**config.mk**
```make
export PLATFORM = sky130hd
export DESIGN_NAME = ccrr_ctrl
export DESIGN_NICKNAME = d
export VERILOG_FILES = /design/src/ccrr_pkg.sv /design/src/ccrr_ctrl.sv
export SDC_FILE = /design/constraint.sdc
export NUM_CORES = 1
export LEC_CHECK = 0
export CAP_MARGIN = 20
export CORE_MARGIN = 2
export CORE_UTILIZATION = 40
export CTS_CLUSTER_SIZE = 16
export DETAILED_ROUTE_END_ITERATION = 16
export DONT_BUFFER_PORTS = 1
export PLACE_DENSITY = 0.56
export SYNTH_ARGS = -nofsm -noshare
export SYNTH_HDL_FRONTEND = slang
export SYNTH_SLANG_ARGS = --single-unit
```
**constraint.sdc**
```tcl
create_clock -name clk -period 1.7 [get_ports clk]
set_input_delay 0.34 -clock clk [delete_from_list [all_inputs] [get_ports clk]]
set_output_delay 0.34 -clock clk [all_outputs]
set_load 0.005 [all_outputs]
```
**src/ccrr_pkg.sv**
```systemverilog
/*
 * package for the core clock ratio and reset controller: strap decode,
 * reset sequencing counts and the structs that group the block's pins.
 * assumes a single clk domain at 10 MHz with synchronous srst.
 */
`default_nettype none
package ccrr_pkg;

   localparam int          CCRR_CLK_PERIOD_NS = 100;
   // reset stretch time after the reset input drops; ccrr_ctrl does not use it
   localparam int          CCRR_RST_STRETCH_NS = 1000;
   localparam int          CCRR_RST_STRETCH_CYC =
      (CCRR_RST_STRETCH_NS + CCRR_CLK_PERIOD_NS - 1) / CCRR_CLK_PERIOD_NS;
   // phase-locked loop lock time, as a cycle count
   localparam int          CCRR_LOCK_NS = 2000;
   localparam int          CCRR_LOCK_CYC =
      (CCRR_LOCK_NS + CCRR_CLK_PERIOD_NS - 1) / CCRR_CLK_PERIOD_NS;
   localparam int          CCRR_CNT_W = 8;

   localparam logic [2:0]  CCRR_STRAP_RESET = 3'h0;
   localparam logic [2:0]  CCRR_STRAP_RSVD  = 3'h7;
   localparam logic [3:0]  CCRR_MULT_RESET  = 4'h4;
   localparam logic [3:0]  CCRR_MULT_DEFAULT = 4'h4;

   // strap decode table: code -> multiplier
   localparam logic [3:0]  CCRR_MULT_000 = 4'h4;
   localparam logic [3:0]  CCRR_MULT_001 = 4'h5;
   localparam logic [3:0]  CCRR_MULT_010 = 4'h6;
   localparam logic [3:0]  CCRR_MULT_011 = 4'h7;
   localparam logic [3:0]  CCRR_MULT_100 = 4'h8;
   localparam logic [3:0]  CCRR_MULT_101 = 4'hA;
   localparam logic [3:0]  CCRR_MULT_110 = 4'hC;

   typedef enum logic [3:0] {
      CCRR_ST_RESET = 4'b0001,
      CCRR_ST_LOCK  = 4'b0010,
      CCRR_ST_RUN   = 4'b0100,
      CCRR_ST_HALT  = 4'b1000
   } ccrr_state_e;

   // clock-setting outputs toward the phase-locked loop
   typedef struct packed {
      logic [3:0] mult;
      logic       ratio_bad;
      logic       pll_enable;
   } ccrr_pll_s;

   // status toward the core
   typedef struct packed {
      logic       core_reset;
      logic       core_run;
      logic       debug_ready;
      logic       bus_clk_en;
   } ccrr_core_s;

endpackage
`default_nettype wire

```
**src/ccrr_ctrl.sv**
```systemverilog
/*
 * core clock ratio and reset controller: synchronises the asynchronous
 * reset inputs, latches the ratio straps during reset, waits for pll lock,
 * then reports reset complete; output drivers are gated off in reset, pad_oe also on drive-off.
 * assumes the pll and pad ring sit outside; the clock is the system clock.
 */
`timescale 1ns/1ps
`default_nettype none

module ccrr_ctrl
#(
   parameter int LOCK_CYC = ccrr_pkg::CCRR_LOCK_CYC
)
(
   // clock and reset
   input  wire logic                 clk,
   input  wire logic                 srst,
   // pins from the board, asynchronous
   input  wire logic                 rst_in_n,
   input  wire logic [2:0]           clock_ratio_straps,
   input  wire logic                 dram_por_in,
   input  wire logic                 drive_off_req,
   // pll feedback and debug requests, same clock domain
   input  wire logic                 pll_locked,
   input  wire logic                 debug_halt_req,
   input  wire logic                 debug_done,
   // pins to the board
   output logic                      rst_out,
   output logic                      rst_out_oe,
   output logic                      pad_oe,
   // toward pll and core
   output ccrr_pkg::ccrr_pll_s       pll,
   output ccrr_pkg::ccrr_core_s      core,
   output logic                      dram_reset
);
   import ccrr_pkg::*;

   logic [1:0]            rst_meta_reg;
   logic [2:0]            strap_meta_reg;
   logic [2:0]            strap_sync_reg;
   logic [1:0]            por_meta_reg;
   logic [1:0]            drv_meta_reg;
   logic [CCRR_CNT_W-1:0] cnt_reg;
   logic [CCRR_CNT_W-1:0] cnt_next;
   ccrr_state_e           state_reg;
   ccrr_state_e           state_next;
   logic [3:0]            mult_reg;
   logic                  bad_reg;
   logic                  half_reg;

   // synchronised levels come only from the second stage
   wire                   rst_in_s  = ~rst_meta_reg[1];
   wire                   por_s     = por_meta_reg[1];
   wire                   drv_off_s = drv_meta_reg[1];
   wire                   in_reset  = srst | rst_in_s;

   // strap decode
   logic [3:0]            mult_dec;
   always_comb
   begin
      unique case (strap_sync_reg)
         3'h0:    mult_dec = CCRR_MULT_000;
         3'h1:    mult_dec = CCRR_MULT_001;
         3'h2:    mult_dec = CCRR_MULT_010;
         3'h3:    mult_dec = CCRR_MULT_011;
         3'h4:    mult_dec = CCRR_MULT_100;
         3'h5:    mult_dec = CCRR_MULT_101;
         3'h6:    mult_dec = CCRR_MULT_110;
         default: mult_dec = CCRR_MULT_DEFAULT;
      endcase
   end
   wire strap_bad = (strap_sync_reg == CCRR_STRAP_RSVD);

   wire lock_done = (cnt_reg >= CCRR_CNT_W'(LOCK_CYC - 1));

   always_comb
   begin
      state_next = state_reg;
      cnt_next   = '0;
      unique case (state_reg)
         CCRR_ST_RESET:
            if (!in_reset)
               state_next = CCRR_ST_LOCK;
         CCRR_ST_LOCK:
         begin
            cnt_next = lock_done ? cnt_reg : cnt_reg + 1'b1;
            if (pll_locked && lock_done)
               state_next = CCRR_ST_RUN;
         end
         CCRR_ST_RUN:
            if (debug_halt_req)
               state_next = CCRR_ST_HALT;
         CCRR_ST_HALT:
            if (debug_done)
               state_next = CCRR_ST_RUN;
         default:
            state_next = CCRR_ST_RESET;
      endcase
      if (in_reset)
         state_next = CCRR_ST_RESET;
   end

   // two flip-flop synchronisers on every pin input
   always_ff @(posedge clk)
   begin
      if (srst)
      begin
         rst_meta_reg   <= 2'h0;
         strap_meta_reg <= CCRR_STRAP_RESET;
         strap_sync_reg <= CCRR_STRAP_RESET;
         por_meta_reg   <= 2'h0;
         drv_meta_reg   <= 2'h0;
      end
      else
      begin
         rst_meta_reg   <= {rst_meta_reg[0], rst_in_n};
         strap_meta_reg <= clock_ratio_straps;
         strap_sync_reg <= strap_meta_reg;
         por_meta_reg   <= {por_meta_reg[0], dram_por_in};
         drv_meta_reg   <= {drv_meta_reg[0], drive_off_req};
      end
   end

   always_ff @(posedge clk)
   begin
      if (srst)
      begin
         state_reg <= CCRR_ST_RESET;
         cnt_reg   <= '0;
         mult_reg  <= CCRR_MULT_RESET;
         bad_reg   <= 1'b0;
         half_reg  <= 1'b0;
      end
      else
      begin
         state_reg <= state_next;
         cnt_reg   <= cnt_next;
         half_reg  <= (state_reg == CCRR_ST_RUN) ? ~half_reg : 1'b0;
         if (rst_in_s)
         begin
            mult_reg <= mult_dec;
            bad_reg  <= strap_bad;
         end
      end
   end

   // registered outputs
   always_ff @(posedge clk)
   begin
      if (srst)
      begin
         rst_out          <= 1'b0;
         rst_out_oe       <= 1'b0;
         pad_oe           <= 1'b0;
         pll              <= '0;
         core             <= '{core_reset: 1'b1, default: 1'b0};
         dram_reset       <= 1'b1;
      end
      else
      begin
         rst_out          <= (state_next == CCRR_ST_RUN) ||
                             (state_next == CCRR_ST_HALT);
         rst_out_oe       <= ~in_reset;
         pad_oe           <= ~in_reset & ~drv_off_s;
         pll.mult         <= rst_in_s ? mult_dec : mult_reg;
         pll.ratio_bad    <= rst_in_s ? strap_bad : bad_reg;
         pll.pll_enable   <= ~srst;
         core.core_reset  <= (state_next == CCRR_ST_RESET) ||
                             (state_next == CCRR_ST_LOCK);
         core.core_run    <= (state_next == CCRR_ST_RUN);
         core.debug_ready <= (state_next == CCRR_ST_HALT);
         core.bus_clk_en  <= (state_reg == CCRR_ST_RUN) && !half_reg;
         dram_reset       <= ~por_s;
      end
   end

   // checks
   reset_tristate_a: assert property (@(posedge clk) disable iff (srst)
      rst_in_s |=> !pad_oe && !rst_out_oe)
      else $error("pads driven during reset");
   drive_off_a: assert property (@(posedge clk) disable iff (srst)
      drv_off_s |=> !pad_oe)
      else $error("pads driven while drive-off requested");
   strap_map_a: assert property (@(posedge clk) disable iff (srst)
      (rst_in_s && strap_sync_reg == 3'h5) |=> pll.mult == 4'hA)
      else $error("strap 101 not decoded to 10");
   strap_hold_a: assert property (@(posedge clk) disable iff (srst)
      (!rst_in_s && !$past(rst_in_s)) |-> $stable(mult_reg))
      else $error("multiplier changed outside reset");
   reset_idle_a: assert property (@(posedge clk) disable iff (srst)
      rst_in_s |=> core.core_reset && !core.core_run)
      else $error("core not idle in reset");
   done_lock_a: assert property (@(posedge clk) disable iff (srst)
      $rose(rst_out) |-> $past(pll_locked))
      else $error("reset complete before lock");
   done_out_a: assert property (@(posedge clk) disable iff (srst)
      rst_out |-> !core.core_reset)
      else $error("reset complete while core held");
   halt_only_a: assert property (@(posedge clk) disable iff (srst)
      (state_reg == CCRR_ST_HALT && debug_done && !in_reset) |=> core.core_run)
      else $error("no resume after debug");
   dram_por_a: assert property (@(posedge clk) disable iff (srst)
      por_s |=> !dram_reset)
      else $error("dram reset not released");
   half_rate_a: assert property (@(posedge clk) disable iff (srst)
      (core.bus_clk_en && state_reg == CCRR_ST_RUN) |=> !core.bus_clk_en)
      else $error("bus enable not half rate");
   lock_time_a: assert property (@(posedge clk) disable iff (srst)
      (state_reg == CCRR_ST_LOCK && !lock_done) |=> !rst_out)
      else $error("lock wait cut short");

   run_c:     cover property (@(posedge clk) disable iff (srst) $rose(rst_out));
   halt_c:    cover property (@(posedge clk) disable iff (srst) $rose(core.debug_ready));
   drvoff_c:  cover property (@(posedge clk) disable iff (srst) rst_out && !pad_oe);
   rsvd_c:    cover property (@(posedge clk) disable iff (srst) pll.ratio_bad);

endmodule

`default_nettype wire

```
==> results.toml <==
[cts]
cts.reportedPaths.clkPinSlew_ns = 0.12
h-tree-depth = 2
clock-sinks = 40
insertion_delay_ns = 0.34
cts_tree = "done"
clockRootBuffer = "clkbuf_4"
numCtsBuffers = 5
cts_resized = 0
cts_hold_buf = 0
cts_buffer_depth = 2
postCtsSetupRepairBufs = 0

[power]
intPower_mw = 1.286
power_frac_comb = 0.020
power_switching_share = 0.1974
peakVddDrop_mv = 0.4989
pwr-share-clk = 0.372
seqPwrFrac = 0.608
power_switching_mw = 0.3163
leakagePower_nw = 0.5786
powerDensity_nw_per_um2 = 1065

[synthesis]
syn_nets = 152
netlist_area_sq_um = 1424
synth_cell_types = 37
synthArstFlopShare = 0
synth_top_area_cell = "dfxtp_1"
synth_edf_count = 0
synth_top_area_share = 0.5624
synth_area_leaders = "dfxtp_1 56%, nor2b_1 6.2%, a221oi_1 2.5%"
synth-seq-cells = 40
ys.flop_type = "dfxtp_1"
synth.most_common_cell = "dfxtp_1"
synth_commonest_cells = "40 x dfxtp_1, 14 x nor2b_1, 8 x nor2_1"
syn_avg_cell_area_sq_um = 10.17
synth_seq_area_share = 0.5624
ys_warn_count = 0
syn_inst = 140

[floorplanning]
rows = 21
die_height_um = 63.66
initial_core_util = 0.4201
dieArea_sq_um = 4053
core_sq_um = 3390
die_x_um = 63.66
num_io_pins = 25

[critical_path]
arrival_ns = 1.87
cp_max_fo = 9
worstPathRequired_ns = 1.99
start_kind = "flip-flop"
path_class = "reg2reg"
slowest_delay_ns = 0.53
timing.critical_path.buf_inv = 0
end_kind = "flip-flop"
cp_top_family = "compound AO/OA/AOI/OAI gates"
crit_chain = "a2111o_1 > or4_1 > a21oi_1"
worst_path_max_delay_cell = "a2111o_1"

[final_layout]
largest_reg_flops = 8
fin_nets = 149
syn_to_final_growth_pct = 5.711
drive_gt1_frac = 0.06522
antenna_cells = 0
utilization = 0.4441

[sta]
drv_slew = 0
maxSlewHeadroom = 0.6250
worst_pin_slew_ns = 0.5483
finalSetupTns_ns = 0
final.period_utilization = 0.9300
finalClockSkew_ns = 0.01454
rsz0062_at_grt = "no"
max_freq_mhz = 632.5
setup_violations = 0
hold_viol = 0
period_minus_slack_ns = 1.581

[drt]
drt-total-wl_um = 2274
vias_per_cell = 5.277
drc = 0
vias = 971
routedWlPerCell_um = 12.36
postRouteAntennaNets = 0
dr.pass1.iters = 4
drt_iter0_drc = 62

[global_route]
antenna_found_initial = 0
overflow = 0
grt_pass1_wl_um = 4071
grt_start_max_net_pins = 22
grt_pass1_vias = 897
grt_usage = 0.1319

[placed_design]
gp_congestion = 0.7577
io_buffers = 0
hpwlAfterDp_um = 1564

[run]
max_cap_viol_count = 0

[outcome]
run_status = "complete, no violations"

[min_path]
hold_path.class = "in2reg"
cell usage in the layout (no fill, tap or decap), types with 2 or more instances in the layout:
cell      netlist  routed
inv_1           6       6
a221oi_1        4       4
nor3_1          3       3
o31ai_1         2       2
a21oi_1         6       6
nor3b_1         3       3
a211oi_1        2       2
nand3b_1        2       2
nand2_1         6       6
o21ai_0         4       4
dfxtp_1        40      40
or4_1           3       3
o21a_1          2       2
nor2b_1        14      14
and3_1          3       3
and3b_1         2       2
nor2_1          8       8
a21o_1          2       2
nand3_1         2       2
clkbuf_4        0       5
cell type report:
class | count | area (sq um)
multi-input cells | 84 | 548.0
flip-flops and latches | 40 | 800.8
well taps | 46 | 57.56
inverters | 6 | 22.52
fillers | 331 | 1884
clock buffers | 6 | 41.29
clock inverters | 2 | 35.03
metal layers:
| layer | track usage | up-vias | routed length, um |
|---|---|---|---|
| met5 | 0 | - | 0 |
| met4 | 0.05707 | 0 | 51 |
| li1 | - | 487 | - |
| met1 | 0.1499 | 461 | 1047 |
| met3 | 0.05893 | 5 | 100 |
| met2 | 0.2132 | 18 | 1075 |
kinds of logic (layout without fill, tap and decap cells):
| kind of cell | count (synthesis) | after routing | synth area share |
|---|---|---|---|
| adders and majority gates | 1 | 1 | 0.008786 |
| buffers and inverters | 16 | 14 | 0.05272 |
| and+or+nand+nor | 50 | 50 | 0.2047 |
| DFF | 40 | 40 | 0.5624 |
| AOI/OAI and AO/OA | 31 | 31 | 0.1590 |
| xor gates and xnor gates | 2 | 2 | 0.01230 |
worst reg2reg max path, stage by stage, from the launching register on:
cell,delay [ns]
dfxtp_1,0.37
a2111o_1,0.53
or4_1,0.49
a21oi_1,0.14
metrics by stage:
stage | cell area (sq um) | std cells | total power, mW | hold slack [ns] | worst slack, ns
3_3_place_gp | 1429 | 176 | 1.027 | 0.3586 | 0.1500
3_5_place_dp | 1429 | 176 | 1.028 | 0.3586 | 0.1125
4_1_cts | 1505 | 184 | 1.627 | 0.04236 | 0.09650
2_1_floorplan | 1424 | 140 | 1.028 | 0.3517 | 0.1983
6_report | 1505 | 184 | 1.602 | 0.05613 | 0.1190
5_1_grt | 1505 | 184 | 1.677 | 0.01587 | 0.01326
power by group through the flow:
stage	Clock [mW]	Combinational, mW	Sequential, mW
2_1_floorplan	0	0.0395	0.989
3_3_place_gp	0	0.0314	0.995
3_5_place_dp	0	0.0322	0.996
4_1_cts	0.620	0.0326	0.974
5_1_grt	0.661	0.0377	0.978
6_report	0.596	0.0321	0.974
worst paths after layout:
path	startpoint	to	slack, ns	cells past startpoint
max reg2reg	cnt_reg[3]	cnt_reg[3]	0.12	3
max	cnt_reg[3]	cnt_reg[3]	0.12	3
min	srst	strap_sync_reg[2]	0.06	1
min reg2reg	por_meta_reg[1]	dram_reset	0.38	1
Power figures use the tool's default switching activity.
